$ cat src/rtl/adcrw_pkg.sv
// Constants and types for the converter result and window register block
// Operation
// - One 8-bit byte latch, readable and writable, is shared by all 16-bit registers here.
// - The result is a read-only 16-bit value, low byte at its base, high byte one above.
// - A single conversion yields a 10-bit code in result bits 9 down to 0.
// - A conversion saturates to 0x3FF above the reference and to 0x000 below zero volts.
// - At most 64 conversions are accumulated, so the sum never passes 0xFFC0.
// - Values are plain unsigned, 0x0000 is zero and 0x3FF full scale for one conversion.
// - A 16-bit read/write low threshold, reset to zero, feeds the window comparator.
// - The low threshold has its low byte at its base and its high byte one above.
// - A 16-bit read/write high threshold, reset to zero, feeds the window comparator.
// - The high threshold has its low byte at its base and its high byte one above.
// - While accumulating, only the final accumulated value is compared.
// - The duty select bit resets to 1 for a 25% high clock, 50% at divide-by-2; 0 gives 50%.
// - Reading the result low byte clears both flags; writing 1 to a flag clears it, 0 does nothing.
// - Window modes: 0 none, 1 below low, 2 above high, 3 strictly inside, 4 outside.
// - The window match flag sets at the end of a conversion that meets the mode.
package adcrw_pkg;

	typedef logic [4:0] adcrw_addr_t;

	localparam adcrw_addr_t OFS_WIN_MODE = 5'h04;
	localparam adcrw_addr_t OFS_FLAGS = 5'h0B;
	localparam adcrw_addr_t OFS_LATCH = 5'h0D;
	localparam adcrw_addr_t OFS_RES_LO = 5'h10;
	localparam adcrw_addr_t OFS_RES_HI = 5'h11;
	localparam adcrw_addr_t OFS_WINDOW_LOW_THRESHOLD_LO = 5'h12;
	localparam adcrw_addr_t OFS_WINDOW_LOW_THRESHOLD_HI = 5'h13;
	localparam adcrw_addr_t OFS_WINDOW_HIGH_THRESHOLD_LO = 5'h14;
	localparam adcrw_addr_t OFS_WINDOW_HIGH_THRESHOLD_HI = 5'h15;
	localparam adcrw_addr_t OFS_CONVERTER_CLOCK_CALIBRATION = 5'h16;

	localparam logic [7:0] LATCH_RST = 8'h00;
	localparam logic [15:0] RES_RST = 16'h0000;
	localparam logic [15:0] WIN_RST = 16'h0000;
	localparam logic DUTY_RST = 1'h1;
	localparam logic [2:0] MODE_RST = 3'h0;
	localparam logic [7:0] RDATA_RST = 8'h00;

	localparam int unsigned DUTY_BIT = 0;
	localparam int unsigned FLAG_READY_BIT = 0;
	localparam int unsigned FLAG_WIN_BIT = 1;

	localparam logic [9:0] SAT_HIGH = 10'h3FF;
	localparam logic [9:0] SAT_LOW = 10'h000;
	localparam logic [2:0] ACC_MAX_LOG2 = 3'h6;
	localparam logic [6:0] ACC_CNT_RST = 7'h00;

	localparam logic [8:0] DIV_BASE = 9'h002;
	localparam logic [7:0] DIV_CNT_RST = 8'h00;

	typedef enum logic [2:0] {
		WIN_NONE = 3'b000,
		WIN_BELOW = 3'b001,
		WIN_ABOVE = 3'b010,
		WIN_INSIDE = 3'b011,
		WIN_OUTSIDE = 3'b100
	} adcrw_win_mode_t;

	typedef struct packed {
		logic wr;
		logic rd;
		adcrw_addr_t addr;
		logic [7:0] wdata;
	} adcrw_bus_req_t;

	typedef struct packed {
		logic valid;
		logic over;
		logic under;
		logic [9:0] code;
	} adcrw_sample_t;

endpackage

$ cat src/rtl/adcrw_clkgen.sv
// Converter clock divider with selectable duty cycle
`timescale 1ns/10ps
`default_nettype none
module adcrw_clkgen (
	input wire logic sys_clk_in,
	input wire logic rst_b_in,
	input wire logic [2:0] presc_sel_in,
	input wire logic duty_quarter_in,
	output logic adc_clk_out,
	output logic adc_tick_out
);
	logic [8:0] period;
	logic [7:0] last_cnt;
	logic [8:0] high_len;
	logic [7:0] cnt_q;
	logic [7:0] cnt_d;

	always_comb begin
		period = 9'(adcrw_pkg::DIV_BASE << presc_sel_in);
		last_cnt = 8'(period - 9'h001);
		// 25% high when the duty bit is set, 50% otherwise
		// Duty cycle select
		if (duty_quarter_in) begin
			high_len = period >> 2;
		end else begin
			high_len = period >> 1;
		end
		// Divide-by-2 cannot give a quarter; keep at least one high cycle
		if (high_len == 9'h000) begin
			high_len = 9'h001;
		end
		if (cnt_q >= last_cnt) begin
			cnt_d = adcrw_pkg::DIV_CNT_RST;
		end else begin
			cnt_d = cnt_q + 8'h01;
		end
	end

	always_ff @(posedge sys_clk_in or negedge rst_b_in) begin
		if (!rst_b_in) begin
			cnt_q <= adcrw_pkg::DIV_CNT_RST;
		end else begin
			cnt_q <= cnt_d;
		end
	end

	always_ff @(posedge sys_clk_in or negedge rst_b_in) begin
		if (!rst_b_in) begin
			adc_clk_out <= 1'b0;
			adc_tick_out <= 1'b0;
		end else begin
			adc_clk_out <= ({1'b0, cnt_d} < high_len);
			adc_tick_out <= (cnt_d == adcrw_pkg::DIV_CNT_RST);
		end
	end
endmodule
`default_nettype wire

$ cat src/rtl/adcrw_regs.sv
// Result, window threshold and calibration registers of the converter
//
// Strobed register access was chosen for this implementation.
`timescale 1ns/10ps
`default_nettype none
module adcrw_regs (
	input wire logic sys_clk_in,
	input wire logic rst_b_in,
	input wire adcrw_pkg::adcrw_bus_req_t bus_req_in,
	output logic [7:0] rd_data_out,
	input wire logic [2:0] presc_sel_in,
	input wire logic [2:0] accum_log2_in,
	input wire adcrw_pkg::adcrw_sample_t conv_sample_in,
	output logic adc_clk_out,
	output logic adc_tick_out,
	output logic result_ready_out,
	output logic window_match_out,
	output logic accum_busy_out
);
	logic [7:0] latch_q;
	logic [15:0] result_q;
	logic [15:0] win_low_q;
	logic [15:0] win_high_q;
	logic duty_q;
	logic [2:0] mode_q;
	logic ready_flag_q;
	logic win_flag_q;
	logic [15:0] acc_sum_q;
	logic [6:0] acc_cnt_q;
	logic [7:0] rdata_q;

	logic wr_en;
	logic rd_en;
	adcrw_pkg::adcrw_addr_t addr;
	logic [7:0] wdata;

	logic [9:0] sat_code;
	logic [2:0] acc_log2;
	logic [6:0] acc_target;
	logic [15:0] sum_next;
	logic [6:0] cnt_next;
	logic conv_done;
	logic below_low;
	logic above_high;
	logic win_hit;
	logic res_read;
	logic ready_clr;
	logic win_clr;
	logic [7:0] rd_mux;
	logic wr_latch;
	logic wr_lt_lo;
	logic wr_lt_hi;
	logic wr_ht_lo;
	logic wr_ht_hi;
	logic wr_converter_clock_calibration;
	logic wr_mode;
	logic wr_flags;

	assign wr_en = bus_req_in.wr;
	assign rd_en = bus_req_in.rd;
	assign addr = bus_req_in.addr;
	assign wdata = bus_req_in.wdata;

	// One write strobe per address; the latch block also takes both threshold low-byte strobes
	always_comb begin
		wr_latch = 1'b0;
		wr_lt_lo = 1'b0;
		wr_lt_hi = 1'b0;
		wr_ht_lo = 1'b0;
		wr_ht_hi = 1'b0;
		wr_converter_clock_calibration = 1'b0;
		wr_mode = 1'b0;
		wr_flags = 1'b0;
		if (wr_en) begin
			if (addr == adcrw_pkg::OFS_LATCH) begin
				wr_latch = 1'b1;
			end else if (addr == adcrw_pkg::OFS_WINDOW_LOW_THRESHOLD_LO) begin
				wr_lt_lo = 1'b1;
			end else if (addr == adcrw_pkg::OFS_WINDOW_LOW_THRESHOLD_HI) begin
				wr_lt_hi = 1'b1;
			end else if (addr == adcrw_pkg::OFS_WINDOW_HIGH_THRESHOLD_LO) begin
				wr_ht_lo = 1'b1;
			end else if (addr == adcrw_pkg::OFS_WINDOW_HIGH_THRESHOLD_HI) begin
				wr_ht_hi = 1'b1;
			end else if (addr == adcrw_pkg::OFS_CONVERTER_CLOCK_CALIBRATION) begin
				wr_converter_clock_calibration = 1'b1;
			end else if (addr == adcrw_pkg::OFS_WIN_MODE) begin
				wr_mode = 1'b1;
			end else if (addr == adcrw_pkg::OFS_FLAGS) begin
				wr_flags = 1'b1;
			end
		end
	end

	adcrw_clkgen u_clkgen (
		.sys_clk_in(sys_clk_in),
		.rst_b_in(rst_b_in),
		.presc_sel_in(presc_sel_in),
		.duty_quarter_in(duty_q),
		.adc_clk_out(adc_clk_out),
		.adc_tick_out(adc_tick_out)
	);

	// Sample conditioning and accumulation
	always_comb begin
		if (conv_sample_in.over) begin
			sat_code = adcrw_pkg::SAT_HIGH;
		end else if (conv_sample_in.under) begin
			sat_code = adcrw_pkg::SAT_LOW;
		end else begin
			sat_code = conv_sample_in.code;
		end
		if (accum_log2_in > adcrw_pkg::ACC_MAX_LOG2) begin
			acc_log2 = adcrw_pkg::ACC_MAX_LOG2;
		end else begin
			acc_log2 = accum_log2_in;
		end
		acc_target = 7'(7'h01 << acc_log2);
		// Code in bits 9 down to 0
		sum_next = acc_sum_q + {6'h00, sat_code};
		cnt_next = acc_cnt_q + 7'h01;
		conv_done = conv_sample_in.valid && (cnt_next >= acc_target);
	end

	// Sum of at most 64 codes of 0x3FF is 0xFFC0, so 16 bits never wrap
	always_ff @(posedge sys_clk_in or negedge rst_b_in) begin
		if (!rst_b_in) begin
			acc_sum_q <= adcrw_pkg::RES_RST;
			acc_cnt_q <= adcrw_pkg::ACC_CNT_RST;
		end else if (conv_done) begin
			acc_sum_q <= adcrw_pkg::RES_RST;
			acc_cnt_q <= adcrw_pkg::ACC_CNT_RST;
		end else if (conv_sample_in.valid) begin
			acc_sum_q <= sum_next;
			acc_cnt_q <= cnt_next;
		end
	end

	always_ff @(posedge sys_clk_in or negedge rst_b_in) begin
		if (!rst_b_in) begin
			result_q <= adcrw_pkg::RES_RST;
		end else if (conv_done) begin
			result_q <= sum_next;
		end
	end

	// Window comparison on the completed value
	always_comb begin
		below_low = (sum_next < win_low_q);
		above_high = (sum_next > win_high_q);
		case (mode_q)
			adcrw_pkg::WIN_BELOW: begin
				win_hit = below_low;
			end
			adcrw_pkg::WIN_ABOVE: begin
				win_hit = above_high;
			end
			adcrw_pkg::WIN_INSIDE: begin
				win_hit = (sum_next > win_low_q) && (sum_next < win_high_q);
			end
			adcrw_pkg::WIN_OUTSIDE: begin
				win_hit = below_low || above_high;
			end
			default: begin
				// No comparison and reserved codes never match
				win_hit = 1'b0;
			end
		endcase
	end

	// Flag clearing terms
	always_comb begin
		res_read = rd_en && (addr == adcrw_pkg::OFS_RES_LO);
		ready_clr = res_read;
		win_clr = res_read;
		if (wr_flags) begin
			ready_clr = ready_clr || wdata[adcrw_pkg::FLAG_READY_BIT];
			win_clr = win_clr || wdata[adcrw_pkg::FLAG_WIN_BIT];
		end
	end

	// A completion in the same cycle as a clear wins, so no result is missed
	always_ff @(posedge sys_clk_in or negedge rst_b_in) begin
		if (!rst_b_in) begin
			ready_flag_q <= 1'b0;
		end else if (conv_done) begin
			ready_flag_q <= 1'b1;
		end else if (ready_clr) begin
			ready_flag_q <= 1'b0;
		end
	end

	always_ff @(posedge sys_clk_in or negedge rst_b_in) begin
		if (!rst_b_in) begin
			win_flag_q <= 1'b0;
		end else if (conv_done && win_hit) begin
			win_flag_q <= 1'b1;
		end else if (win_clr) begin
			win_flag_q <= 1'b0;
		end
	end

	// Shared byte latch
	always_ff @(posedge sys_clk_in or negedge rst_b_in) begin
		if (!rst_b_in) begin
			latch_q <= adcrw_pkg::LATCH_RST;
		end else if (wr_latch) begin
			latch_q <= wdata;
		end else if (wr_lt_lo || wr_ht_lo) begin
			latch_q <= wdata;
		end else if (rd_en) begin
			if (addr == adcrw_pkg::OFS_RES_LO) begin
				latch_q <= result_q[15:8];
			end else if (addr == adcrw_pkg::OFS_WINDOW_LOW_THRESHOLD_LO) begin
				latch_q <= win_low_q[15:8];
			end else if (addr == adcrw_pkg::OFS_WINDOW_HIGH_THRESHOLD_LO) begin
				latch_q <= win_high_q[15:8];
			end
		end
	end

	// Thresholds commit as a whole word on the high-byte write
	always_ff @(posedge sys_clk_in or negedge rst_b_in) begin
		if (!rst_b_in) begin
			win_low_q <= adcrw_pkg::WIN_RST;
		end else if (wr_lt_hi) begin
			win_low_q <= {wdata, latch_q};
		end
	end

	always_ff @(posedge sys_clk_in or negedge rst_b_in) begin
		if (!rst_b_in) begin
			win_high_q <= adcrw_pkg::WIN_RST;
		end else if (wr_ht_hi) begin
			win_high_q <= {wdata, latch_q};
		end
	end

	always_ff @(posedge sys_clk_in or negedge rst_b_in) begin
		if (!rst_b_in) begin
			duty_q <= adcrw_pkg::DUTY_RST;
		end else if (wr_converter_clock_calibration) begin
			duty_q <= wdata[adcrw_pkg::DUTY_BIT];
		end
	end

	always_ff @(posedge sys_clk_in or negedge rst_b_in) begin
		if (!rst_b_in) begin
			mode_q <= adcrw_pkg::MODE_RST;
		end else if (wr_mode) begin
			mode_q <= wdata[2:0];
		end
	end

	// Read multiplexer
	always_comb begin
		rd_mux = adcrw_pkg::RDATA_RST;
		if (addr == adcrw_pkg::OFS_WIN_MODE) begin
			rd_mux = {5'h00, mode_q};
		end else if (addr == adcrw_pkg::OFS_FLAGS) begin
			rd_mux = {6'h00, win_flag_q, ready_flag_q};
		end else if (addr == adcrw_pkg::OFS_LATCH) begin
			rd_mux = latch_q;
		end else if (addr == adcrw_pkg::OFS_RES_LO) begin
			rd_mux = result_q[7:0];
		end else if (addr == adcrw_pkg::OFS_WINDOW_LOW_THRESHOLD_LO) begin
			rd_mux = win_low_q[7:0];
		end else if (addr == adcrw_pkg::OFS_WINDOW_HIGH_THRESHOLD_LO) begin
			rd_mux = win_high_q[7:0];
		end else if (addr == adcrw_pkg::OFS_RES_HI) begin
			rd_mux = latch_q;
		end else if (addr == adcrw_pkg::OFS_WINDOW_LOW_THRESHOLD_HI) begin
			rd_mux = latch_q;
		end else if (addr == adcrw_pkg::OFS_WINDOW_HIGH_THRESHOLD_HI) begin
			rd_mux = latch_q;
		end else if (addr == adcrw_pkg::OFS_CONVERTER_CLOCK_CALIBRATION) begin
			rd_mux = {7'h00, duty_q};
		end
	end

	// Read data stands only in the cycle after the strobe
	always_ff @(posedge sys_clk_in or negedge rst_b_in) begin
		if (!rst_b_in) begin
			rdata_q <= adcrw_pkg::RDATA_RST;
		end else if (rd_en) begin
			rdata_q <= rd_mux;
		end else begin
			rdata_q <= adcrw_pkg::RDATA_RST;
		end
	end

	assign rd_data_out = rdata_q;
	assign result_ready_out = ready_flag_q;
	assign window_match_out = win_flag_q;
	assign accum_busy_out = (acc_cnt_q != adcrw_pkg::ACC_CNT_RST);
endmodule
`default_nettype wire

$ cat config.mk
export PLATFORM = sky130hd
export DESIGN_NAME = adcrw_regs
export DESIGN_NICKNAME = d
export VERILOG_FILES = /design/src/rtl/adcrw_pkg.sv /design/src/rtl/adcrw_clkgen.sv /design/src/rtl/adcrw_regs.sv
export SDC_FILE = /design/constraint.sdc
export NUM_CORES = 1
export LEC_CHECK = 0
export BUFFER_PORTS_ARGS = -buffer_cell sky130_fd_sc_hd__buf_2
export CORE_AREA = 2 2 133 135
export DETAILED_ROUTE_END_ITERATION = 8
export DIE_AREA = 0 0 135 137
export PLACE_DENSITY = 0.55
export RECOVER_POWER = 50
export SYNTH_ARGS = -nofsm -noshare
export SYNTH_HDL_FRONTEND = slang
export SYNTH_SLANG_ARGS = --single-unit
export TNS_END_PERCENT = 20
$ cat constraint.sdc
create_clock -name sys_clk_in -period 3.5 [get_ports sys_clk_in]
set_input_delay 0.35 -clock sys_clk_in [delete_from_list [all_inputs] [get_ports sys_clk_in]]
set_output_delay 0.35 -clock sys_clk_in [all_outputs]
set_load 0.01 [all_outputs]
==> out/results.txt, run 1 <==
Die Width - 135 µm
worst-path cell chain - ha_2 -> buf_4 -> a211o_1 -> buf_4 -> a21o_1 -> a21oi_1 -> xor2_1 -> inv_1 -> ha_1 -> a211o_1 -> o211ai_1 -> nand4_1 -> buf_4 -> a21o_1 -> a31oi_1 -> o21ai_1
number of non-filler instances in the completed layout - 1,074
slowest stage cell on the critical path - sky130_fd_sc_hd__dfrtp_1
biggest cell delay along the critical path - 390 ps
number of maximum-capacitance violations - 2
Filler cells - 1,648
total DRC errors in the routed layout - 0
count of unique library cells instantiated by Yosys - 63
number of flops mapped to enable cells by yosys - 0
count of mapped cells out of synthesis - 739
fraction of final layout cells sized beyond drive strength 1 - 0.206
I/O pins - 49
later-pin clock latency in the skew report - 360 ps
violated checks - capacitance limit, slew limit
kind of end point of the critical path - flop
predominant post-synthesis flop cell - sky130_fd_sc_hd__dfrtp_1
time the worst path needs with I/O delays and setup - 3390 ps
total number of nets in the final design - 948
maximum number of pins on one net before global-route repair - 57
Reg clk slew, reported paths - 80 ps
slew of the pin with the lowest slew margin - 2590 ps
area share of the leading cell type in the synthesized netlist - 0.380
area of the die - 18,500 µm²
global route overflow - 0
Crit path buffers/inverters - 4
startpoint type of the worst setup path - flop
router iterations before antenna repair - 5
clock tree sinks - 103
TritonCTS clock tree - yes
async set-or-reset flop fraction in the synthesized netlist - 1.00
Clock H-tree levels - 3
reg-to-reg startpoint - acc_sum_q[0]
cell accounting for the most synthesized area - sky130_fd_sc_hd__dfrtp_1
top cells by area, synth - sky130_fd_sc_hd__dfrtp_1, sky130_fd_sc_hd__ha_1, sky130_fd_sc_hd__o21ai_0
vias after detailed routing - 5,853
antenna violations before repair - 0
storage element area - 2580 µm²
count of buffers from port buffering - 48
power per unit of standard cell area - 784 nW/µm²
CP Launch Point - acc_sum_q[0]
Reg2Reg Depth - 16
Starting Density - 0.394
final hold slack - 231 ps
chip height - 137 µm
Arr. time, crit path - 3630 ps
Synthesis Warnings - 0
final weighted congestion in routability-driven placement - 0.901
critical path start-end classification - flop to flop
final hold violation count - 0
maximum fanout count along the critical path - 3
worst min-delay path class - primary input to flop
multi-input combinational cell area - 3910 µm²
signed area change from the synthesized netlist to the final layout - 20.5%
outcome - complete, but fails checks
setup total negative slack - 0 ps
vias in the first global route - 5,808
detailed placer's ending HPWL - 13,700 µm
synthesized area - 6720 µm²
crit-path leading delay family - compound AO/OA/AOI/OAI gates
average footprint of a synthesized cell - 9.10 µm²
Leak Pwr - 3.87 nW
normalized max-slew margin - -0.726
overall power after layout - 6.36 mW
GRT Total Usage - 0.202
post-synthesis sequential element count - 103
Worst path most repeated cell - sky130_fd_sc_hd__buf_4
number of antenna-violating nets in the routed design - 0
final worst-path cycle share - 0.968
Final Slew Violations - 75
Wirelength per Cell - 16.7 µm
sequential share of the synthesized area - 0.384
Min-Delay Path Depth - 3
count of endpoints failing setup in the final report - 0
antenna diode count - 0
number of nets produced by synthesis - 843
Post-Route WL - 18,000 µm
first-pass GRT wire length - 29,200 µm
maximum count of clock buffers along a single path - 2
number of CTS-inserted buffers - 9
setup repair after global routing missed its margin - yes
leading cell type by number of instances after synthesis - sky130_fd_sc_hd__dfrtp_1
highest achievable clock rate - 295 MHz
Vias per Instance - 5.45
root buf cell - sky130_fd_sc_hd__clkbuf_16
area of the core - 17,100 µm²
number of DRC markers after the initial detailed-route iteration - 328
fraction of the core area covered by cells at the end of the flow - 0.475
Critical Path Stages - 16
number of core rows - 48
worst voltage drop across the vdd grid - 0.315 mV
min-delay src - bus_req_in[4]
# placed instances - 1,057
CP Data Required Time - 3740 ps
most frequent cells after synthesis - sky130_fd_sc_hd__dfrtp_1, sky130_fd_sc_hd__ha_1, sky130_fd_sc_hd__o21ai_0, sky130_fd_sc_hd__nand2_1, sky130_fd_sc_hd__inv_1
Setup Skew - 7.75 ps
## stage by stage
step | setup WS (ps) | instance area, µm²
6_report | 111 | 8100
5_1_grt | -87.9 | 8100
4_1_cts | 10.9 | 8060
3_5_place_dp | -437 | 7700
3_3_place_gp | -275 | 7700
2_1_floorplan | 8.33 | 6730
## worst min-delay path, cell delays in order
cell and delay, ps:
sky130_fd_sc_hd__buf_2 100, sky130_fd_sc_hd__nand2_1 40, sky130_fd_sc_hd__o21ai_0 60
## report_power, final
| part | internal [mW] | leakage [nW] | total, mW | switching (mW) |
|---|---|---|---|---|
| sequential | 1.56 | 1.27 | 1.90 | 0.332 |
| clock | 0.637 | 0.157 | 1.13 | 0.497 |
| combinational | 1.57 | 2.44 | 3.33 | 1.76 |
## worst paths after layout
kind | endpoint | slack, ps
setup / recovery | window_match_out | 110
hold / removal | win_high_q[12] | 230
setup reg to reg | window_match_out | 110
hold reg to reg | result_q[8] | 490
max in group asynchronous | result_q[10] | 660
min in group asynchronous | u_clkgen.cnt_q[6] | 790
## layout by cell type, fill, tap and decap left out, types with 7 or more instances in the layout
cell and instances:
sky130_fd_sc_hd__buf_4 72, sky130_fd_sc_hd__and3_1 8, sky130_fd_sc_hd__o21ai_0 63, sky130_fd_sc_hd__a21oi_1 42, sky130_fd_sc_hd__nand3_1 29, sky130_fd_sc_hd__a211oi_1 14
sky130_fd_sc_hd__nor3_1 10, sky130_fd_sc_hd__clkbuf_1 7, sky130_fd_sc_hd__o211ai_1 7, sky130_fd_sc_hd__nor2b_1 12, sky130_fd_sc_hd__dfrtp_1 102, sky130_fd_sc_hd__inv_1 59
sky130_fd_sc_hd__a22oi_1 7, sky130_fd_sc_hd__ha_1 66, sky130_fd_sc_hd__xor2_1 8, sky130_fd_sc_hd__nor2_1 51, sky130_fd_sc_hd__a21o_1 22, sky130_fd_sc_hd__nand2_1 64
sky130_fd_sc_hd__xnor2_1 18, sky130_fd_sc_hd__clkbuf_16 9, sky130_fd_sc_hd__mux2i_1 11, sky130_fd_sc_hd__mux2_2 19, sky130_fd_sc_hd__buf_2 42, sky130_fd_sc_hd__nand4_1 10
## registers in the layout, indices dropped and copies added, names as in the netlist
register               flops
acc_cnt_q                  7
acc_sum_q                 16
duty_q                     1
latch_q                    8
mode_q                     3
rd_data_out                8
result_q                  16
result_ready_out           1
u_clkgen.adc_clk_out       1
u_clkgen.adc_tick_out      1
u_clkgen.cnt_q             8
win_high_q                16
win_low_q                 16
window_match_out           1
## logic make-up (layout without fill, tap and decap cells)
group	count (synthesis)	count (layout)	synth area share
and+or+nand+nor	214	214	0.153
AOI/OAI and AO/OA	207	207	0.200
DFF	103	103	0.384
buffers and inverters	88	198	0.0501
adders and majority gates	68	68	0.128
muxes	30	30	0.0482
xor gates and xnor gates	29	29	0.0378
## timing repair
action	4_1_cts	5_1_grt
pin swaps	4	8
cloned	0	0
endpoints found under the setup margin	1	2
gates resized for setup	6	15
hold buffers	0	0
setup buffers	0	1
hold endpoints to repair	0	0
## per-layer routing
metal  vias up  wire length, µm  global-route usage
li1       2850                -                   -
met1      2830             7970               0.258
met2       125             8830               0.346
met3        48              532              0.0241
met4         0              642              0.0903
met5         -                0                   0
## area by class of cell
type	instances	area share
repair buffers	122	0.0968
flip-flops and latches	103	0.318
well taps	225	0.0347
clock buffers	9	0.0278
multi-input cells	548	0.482
clock inverters	7	0.0127
inverters	60	0.0279
(Power assumes the default switching activity.)
==> run 2: changes to the inputs <==
--- a/config.mk
+++ b/config.mk
@@ -6,10 +6,10 @@
 export NUM_CORES = 1
 export LEC_CHECK = 0
 export BUFFER_PORTS_ARGS = -buffer_cell sky130_fd_sc_hd__buf_2
-export CORE_AREA = 2 2 133 135
+export CORE_AREA = 2 2 93 131
 export DETAILED_ROUTE_END_ITERATION = 8
-export DIE_AREA = 0 0 135 137
-export PLACE_DENSITY = 0.55
+export DIE_AREA = 0 0 95 133
+export PLACE_DENSITY = 0.77
 export RECOVER_POWER = 50
 export SYNTH_ARGS = -nofsm -noshare
 export SYNTH_HDL_FRONTEND = slang
==> constraint.sdc (replaced) <==
create_clock -name sys_clk_in -period 3.25 [get_ports sys_clk_in]
set_input_delay 0.325 -clock sys_clk_in [delete_from_list [all_inputs] [get_ports sys_clk_in]]
set_output_delay 0.325 -clock sys_clk_in [all_outputs]
set_load 0.01 [all_outputs]
==> out/results.txt, run 2 (synthesis results as in run 1) <==
Setup Skew - 8.66 ps
time the worst path needs with I/O delays and setup - 3470 ps
final worst-path cycle share - 1.07
Wirelength per Cell - 18.0 µm
post-route setup slack - -221 ps
fraction of final layout cells sized beyond drive strength 1 - 0.238
CP Data Required Time - 3530 ps
crit-path leading delay family - compound AO/OA/AOI/OAI gates
multi-input combinational cell area - 4030 µm²
area of the die - 12,600 µm²
Die Width - 95 µm
leading cell types in the layout, fill and taps excluded - sky130_fd_sc_hd__dfrtp_1, sky130_fd_sc_hd__buf_4, sky130_fd_sc_hd__nand2_1, sky130_fd_sc_hd__o21ai_0, sky130_fd_sc_hd__ha_1
kind of end point of the critical path - flop
worst voltage drop across the vdd grid - 0.456 mV
setup repair after global routing missed its margin - yes
vias in the first global route - 6,242
placement-stage worst setup slack - -652 ps
final hold slack - 223 ps
Leak Pwr - 3.91 nW
signed area change from the synthesized netlist to the final layout - 21.2%
Post-Route WL - 18,100 µm
power per unit of standard cell area - 864 nW/µm²
first-pass GRT wire length - 29,100 µm
met3 track demand over resource - 0.0268
I/O pins - 49
antenna violations before repair - 0
most common cell after layout, fill and taps aside - sky130_fd_sc_hd__dfrtp_1
met2 usage - 0.531
storage element area - 2580 µm²
Clock H-tree levels - 3
slowest stage cell on the critical path - sky130_fd_sc_hd__a2111oi_2
global route overflow - 0
final hold violation count - 0
maximum fanout count along the critical path - 3
maximum count of clock buffers along a single path - 2
final non-filler cell area - 8150 µm²
biggest cell delay along the critical path - 440 ps
Crit path buffers/inverters - 3
highest achievable clock rate - 288 MHz
clock tree sinks - 103
total number of nets in the final design - 957
slew of the pin with the lowest slew margin - 1590 ps
Reg clk slew, reported paths - 70 ps
Final Slew Violations - 26
number of CTS-inserted buffers - 9
startpoint type of the worst setup path - flop
outcome - complete, but fails checks
number of core rows - 47
worst min-delay path class - primary input to flop
detailed placer's ending HPWL - 13,500 µm
Worst path most repeated cell - sky130_fd_sc_hd__inv_1
maximum number of pins on one net before global-route repair - 55
chip height - 133 µm
number of DRC markers after the initial detailed-route iteration - 376
normalized max-slew margin - -0.0575
setup total negative slack - -221 ps
router iterations before antenna repair - 6
Starting Density - 0.580
Placed Area - 7600 µm²
number of maximum-capacitance violations - 1
violated checks - capacitance limit, slew limit, setup timing
count of endpoints failing setup in the final report - 1
Arr. time, crit path - 3750 ps
antenna diode count - 0
root buf cell - sky130_fd_sc_hd__clkbuf_16
total DRC errors in the routed layout - 0
area of the core - 11,600 µm²
worst-path cell chain - ha_4 -> inv_1 -> fa_2 -> nor2b_2 -> o21ai_2 -> a21oi_2 -> buf_4 -> nor2_1 -> xor2_1 -> inv_1 -> ha_1 -> a211o_1 -> o211ai_1 -> nand4_1 -> a2111oi_2 -> a31oi_1 -> o21ai_1
critical path start-end classification - flop to flop
Vias per Instance - 6.09
count of buffers from port buffering - 48
GRT Total Usage - 0.294
number of antenna-violating nets in the routed design - 0
vias after detailed routing - 6,120
TritonCTS clock tree - yes
later-pin clock latency in the skew report - 350 ps
routing layer with the top usage in global route - met2
met1 routing resource usage after global routing - 0.328
Filler cells - 860
final weighted congestion in routability-driven placement - 0.946
-- run 2: stage by stage --
step                      utilization  power [mW]  cells
after floorplan                     -        4.14    739
after global placement          0.656        5.35    977
after detailed placement        0.656        5.55    977
after CTS                       0.693        6.74   1000
after global routing            0.703        7.53   1005
final                           0.703        7.04   1005
-- run 2: final timing paths --
kind | from | to | slack, ps | depth (start not counted)
max in group asynchronous | rst_b_in | win_high_q[12] | 1130 | 2
max reg2reg | acc_sum_q[0] | window_match_out | -220 | 17
max | acc_sum_q[0] | window_match_out | -220 | 17
min reg2reg | result_q[8] | result_q[8] | 490 | 2
min in group asynchronous | rst_b_in | acc_sum_q[2] | 250 | 1
min | bus_req_in[5] | win_high_q[13] | 220 | 3
-- run 2: where the power goes --
part / total, mW / leakage [nW] / internal (mW) / switching (mW)
sequential: 2.07 / 1.27 / 1.68 / 0.387
clock: 1.02 / 0.140 / 0.541 / 0.477
combinational: 3.95 / 2.51 / 1.87 / 2.09
total: 7.04 / 3.91 / 4.09 / 2.95
-- run 2: worst reg2reg max path: stages, from the launching register on --
cell and delay (ps):
sky130_fd_sc_hd__dfrtp_1 390, sky130_fd_sc_hd__ha_4 160, sky130_fd_sc_hd__inv_1 50, sky130_fd_sc_hd__fa_2 350, sky130_fd_sc_hd__nor2b_2 140, sky130_fd_sc_hd__o21ai_2 70
sky130_fd_sc_hd__a21oi_2 240, sky130_fd_sc_hd__buf_4 160, sky130_fd_sc_hd__nor2_1 40, sky130_fd_sc_hd__xor2_1 220, sky130_fd_sc_hd__inv_1 110, sky130_fd_sc_hd__ha_1 210
sky130_fd_sc_hd__a211o_1 280, sky130_fd_sc_hd__o211ai_1 140, sky130_fd_sc_hd__nand4_1 210, sky130_fd_sc_hd__a2111oi_2 440, sky130_fd_sc_hd__a31oi_1 70, sky130_fd_sc_hd__o21ai_1 130
-- run 2: cell type report --
| cell class | count | share of cell area |
|---|---|---|
| clock buffer | 11 | 0.0298 |
| clock inverter | 5 | 0.00399 |
| inverter | 60 | 0.0278 |
| multi-input combinational | 548 | 0.495 |
| sequential | 103 | 0.316 |
| tap | 147 | 0.0226 |
| timing repair buffer | 131 | 0.105 |
-- run 2: routing by layer --
| metal | vias up | wire length, µm |
|---|---|---|
| met1 | 2948 | 6780 |
| met2 | 216 | 9660 |
| met4 | 0 | 896 |
| met3 | 66 | 760 |
| li1 | 2890 | - |
| met5 | - | 0 |
-- run 2: what timing repair did --
action / CTS / global route
resized for setup: 22 / 18
gates cloned: 0 / 0
buffers inserted: 8 / 5
endpoints found under the setup margin: 1 / 2
hold buffers: 0 / 0
pin swaps: 27 / 21
==> run 3: changes to the inputs <==
--- a/config.mk
+++ b/config.mk
@@ -5,12 +5,14 @@
 export SDC_FILE = /design/constraint.sdc
 export NUM_CORES = 1
 export LEC_CHECK = 0
+export ABC_AREA = 1
 export BUFFER_PORTS_ARGS = -buffer_cell sky130_fd_sc_hd__buf_2
-export CORE_AREA = 2 2 93 131
+export CORE_AREA = 2 2 94 132
 export DETAILED_ROUTE_END_ITERATION = 8
-export DIE_AREA = 0 0 95 133
+export DIE_AREA = 0 0 96 134
 export PLACE_DENSITY = 0.77
 export RECOVER_POWER = 50
+export REMOVE_ABC_BUFFERS = 1
 export SYNTH_ARGS = -nofsm -noshare
 export SYNTH_HDL_FRONTEND = slang
 export SYNTH_SLANG_ARGS = --single-unit
==> out/results.txt, run 3 <==
synthesized area - 6860 µm²
hold buffers post-CTS - 0
number of antenna-violating nets in the routed design - 0
root buf cell - sky130_fd_sc_hd__clkbuf_16
Critical Path Stages - 19
signed area change from the synthesized netlist to the final layout - 17.1%
Setup Skew - 5.29 ps
count of buffers from port buffering - 48
critical path start-end classification - flop to flop
number of maximum-capacitance violations - 1
total number of nets in the final design - 1,109
worst-path cell chain - ha_1 -> buf_4 -> a21oi_1 -> o21ai_0 -> a21oi_1 -> buf_4 -> xnor2_1 -> ha_1 -> nand4_1 -> buf_4 -> nor2_1 -> nand2_1 -> nand3_2 -> nand2_1 -> nand2_1 -> nand2_1 -> nand3_1 -> nand2_1 -> nand2_1
maximum number of pins on one net before global-route repair - 52
area of the die - 12,900 µm²
slew of the pin with the lowest slew margin - 2780 ps
number of core rows - 47
router iterations before antenna repair - 5
Placed Area - 7660 µm²
vias after detailed routing - 6,476
Synthesis Warnings - 0
crit-path leading delay family - simple AND/OR/NAND/NOR gates
Leak Pwr - 4.26 nW
register share of total power - 0.296
cell accounting for the most synthesized area - sky130_fd_sc_hd__dfrtp_1
worst r2r dst - window_match_out
TritonCTS clock tree - yes
Reg clk slew, reported paths - 70 ps
number of non-filler instances in the completed layout - 1,156
biggest cell delay along the critical path - 410 ps
normalized max-slew margin - -0.853
final non-filler cell area - 8030 µm²
average footprint of a synthesized cell - 7.59 µm²
switching power - 2.72 mW
count of unique library cells instantiated by Yosys - 47
startpoint type of the worst setup path - flop
setup repair after global routing missed its margin - yes
antenna diode count - 0
maximum fanout count along the critical path - 3
outcome - complete, but fails checks
post-synthesis xor/xnor area fraction - 0.0294
Worst path most repeated cell - sky130_fd_sc_hd__nand2_1
vias in the first global route - 6,417
worst voltage drop across the vdd grid - 0.434 mV
multiplexer share of the synthesized area - 0
CP Data Required Time - 3490 ps
cell internal pwr - 3.69 mW
violated checks - capacitance limit, slew limit
area of the core - 11,700 µm²
Final Slew Violations - 52
Compound-Gate Fraction of Synth Area - 0.167
highest achievable clock rate - 330 MHz
most frequent cells after synthesis - sky130_fd_sc_hd__nand2_1, sky130_fd_sc_hd__inv_1, sky130_fd_sc_hd__dfrtp_1, sky130_fd_sc_hd__o21ai_0, sky130_fd_sc_hd__ha_1
Arr. time, crit path - 3270 ps
final weighted congestion in routability-driven placement - 0.934
chip height - 134 µm
Starting Density - 0.586
antenna violations before repair - 0
Die Width - 96 µm
maximum count of clock buffers along a single path - 2
Crit path buffers/inverters - 3
min-delay src - bus_req_in[0]
fraction of final layout cells sized beyond drive strength 1 - 0.158
time the worst path needs with I/O delays and setup - 3030 ps
number of flops mapped to enable cells by yosys - 0
worst min-delay path class - primary input to flop
Filler cells - 1,013
count of mapped cells out of synthesis - 903
Vias per Instance - 5.60
final hold violation count - 0
arithmetic-cell share of the synthesized area counting full adders, half adders and majority gates - 0.125
Wirelength per Cell - 15.6 µm
power per unit of standard cell area - 799 nW/µm²
Clk network pwr share - 0.163
post-synthesis sequential element count - 103
Clock H-tree levels - 3
# placed instances - 1,140
final worst-path cycle share - 0.931
top cells by area, synth - sky130_fd_sc_hd__dfrtp_1, sky130_fd_sc_hd__ha_1, sky130_fd_sc_hd__nand2_1
leading cell type by number of instances after synthesis - sky130_fd_sc_hd__nand2_1
reg-to-reg startpoint - acc_sum_q[3]
area share of the leading cell type in the synthesized netlist - 0.372
slowest stage cell on the critical path - sky130_fd_sc_hd__dfrtp_1
synthesized-area fraction occupied by and/or/nand/nor cells - 0.211
proportion of power drawn by combinational gates - 0.540
later-pin clock latency in the skew report - 350 ps
I/O pins - 49
sequential share of the synthesized area - 0.376
switching share of power - 0.425
predominant post-synthesis flop cell - sky130_fd_sc_hd__dfrtp_1
number of CTS-inserted buffers - 9
setup total negative slack - 0 ps
async set-or-reset flop fraction in the synthesized netlist - 1.00
number of DRC markers after the initial detailed-route iteration - 415
detailed placer's ending HPWL - 13,900 µm
combinational family with the most area after synthesis - simple AND/OR/NAND/NOR gates
GRT Total Usage - 0.297
Min-Delay Path Depth - 3
total DRC errors in the routed layout - 0
Post-Route WL - 18,100 µm
leading cell types in the layout, fill and taps excluded - sky130_fd_sc_hd__nand2_1, sky130_fd_sc_hd__inv_1, sky130_fd_sc_hd__dfrtp_1, sky130_fd_sc_hd__o21ai_0, sky130_fd_sc_hd__ha_1
setup slack, reg-to-reg - 220 ps
clock tree sinks - 103
count of endpoints failing setup in the final report - 0
first-pass GRT wire length - 29,700 µm
most common cell after layout, fill and taps aside - sky130_fd_sc_hd__nand2_1
sink of the worst hold path - duty_q
Reg2Reg Depth - 19
global route overflow - 0
kind of end point of the critical path - flop
==> run 3: repair_timing <==
item	CTS	global route
gates resized for setup	0	28
setup endpoints to repair	0	2
buffers inserted	0	1
==> run 3: tightest hold or removal path: cells and delay by family <==
| family | cells | cell delay [ps] |
|---|---|---|
| compound gates | 1 | 70 |
| buf+inv | 1 | 90 |
| simple gates | 1 | 40 |
==> run 3: metal layers <==
layer | GRT usage | share of wire | vias up
met5 | 0 | 0 | -
met4 | 0.161 | 0.050 | 0
met3 | 0.0534 | 0.046 | 54
met2 | 0.517 | 0.52 | 189
met1 | 0.335 | 0.39 | 3075
li1 | - | - | 3158
==> run 3: through the flow <==
step / setup WS (ps) / power (mW) / util / hold slack (ps)
after floorplan: 277 / 3.90 / - / 29.4
after global placement: -158 / 5.14 / 0.654 / 395
after detailed placement: -210 / 5.24 / 0.654 / 398
after CTS: 131 / 6.31 / 0.679 / 24.0
after global routing: -14.1 / 6.97 / 0.686 / 230
final: 223 / 6.41 / 0.686 / 208
==> run 3: logic make-up after synthesis <==
kind of cell,Yosys count
fa+ha+maj,68
xor+xnor,23
flops,103
compound gates,204
simple gates,342
buf+inv,163
==> run 3: area by class of cell <==
class | count | area [µm²] | share of cell area
Tap cell | 147 | 184 | 0.0229
Inverter | 147 | 558 | 0.0695
Clock inverter | 4 | 30.0 | 0.00374
Sequential cell | 103 | 2580 | 0.321
Multi-Input combinational cell | 637 | 3740 | 0.466
Clock buffer | 11 | 253 | 0.0315
Timing Repair Buffer | 107 | 687 | 0.0856
==> run 3: worst max-delay path by stage <==
stage,start,endpoint,slack [ps]
floorplan,conv_sample_in[10],window_match_out,280
detailed placement,conv_sample_in[10],window_match_out,-210
global route,presc_sel_in[0],u_clkgen.adc_clk_out,-10
CTS,acc_sum_q[4],window_match_out,130
global placement,conv_sample_in[10],window_match_out,-160
finish,acc_sum_q[3],window_match_out,220
==> run 3: power by group through the flow <==
| stage | logic, mW | registers (mW) | clock network, mW |
|---|---|---|---|
| 2_1_floorplan | 2.07 | 1.83 | 0 |
| 3_3_place_gp | 3.24 | 1.91 | 0 |
| 3_5_place_dp | 3.33 | 1.91 | 0 |
| 4_1_cts | 3.37 | 1.89 | 1.05 |
| 5_1_grt | 3.93 | 1.94 | 1.10 |
| 6_report | 3.46 | 1.90 | 1.05 |
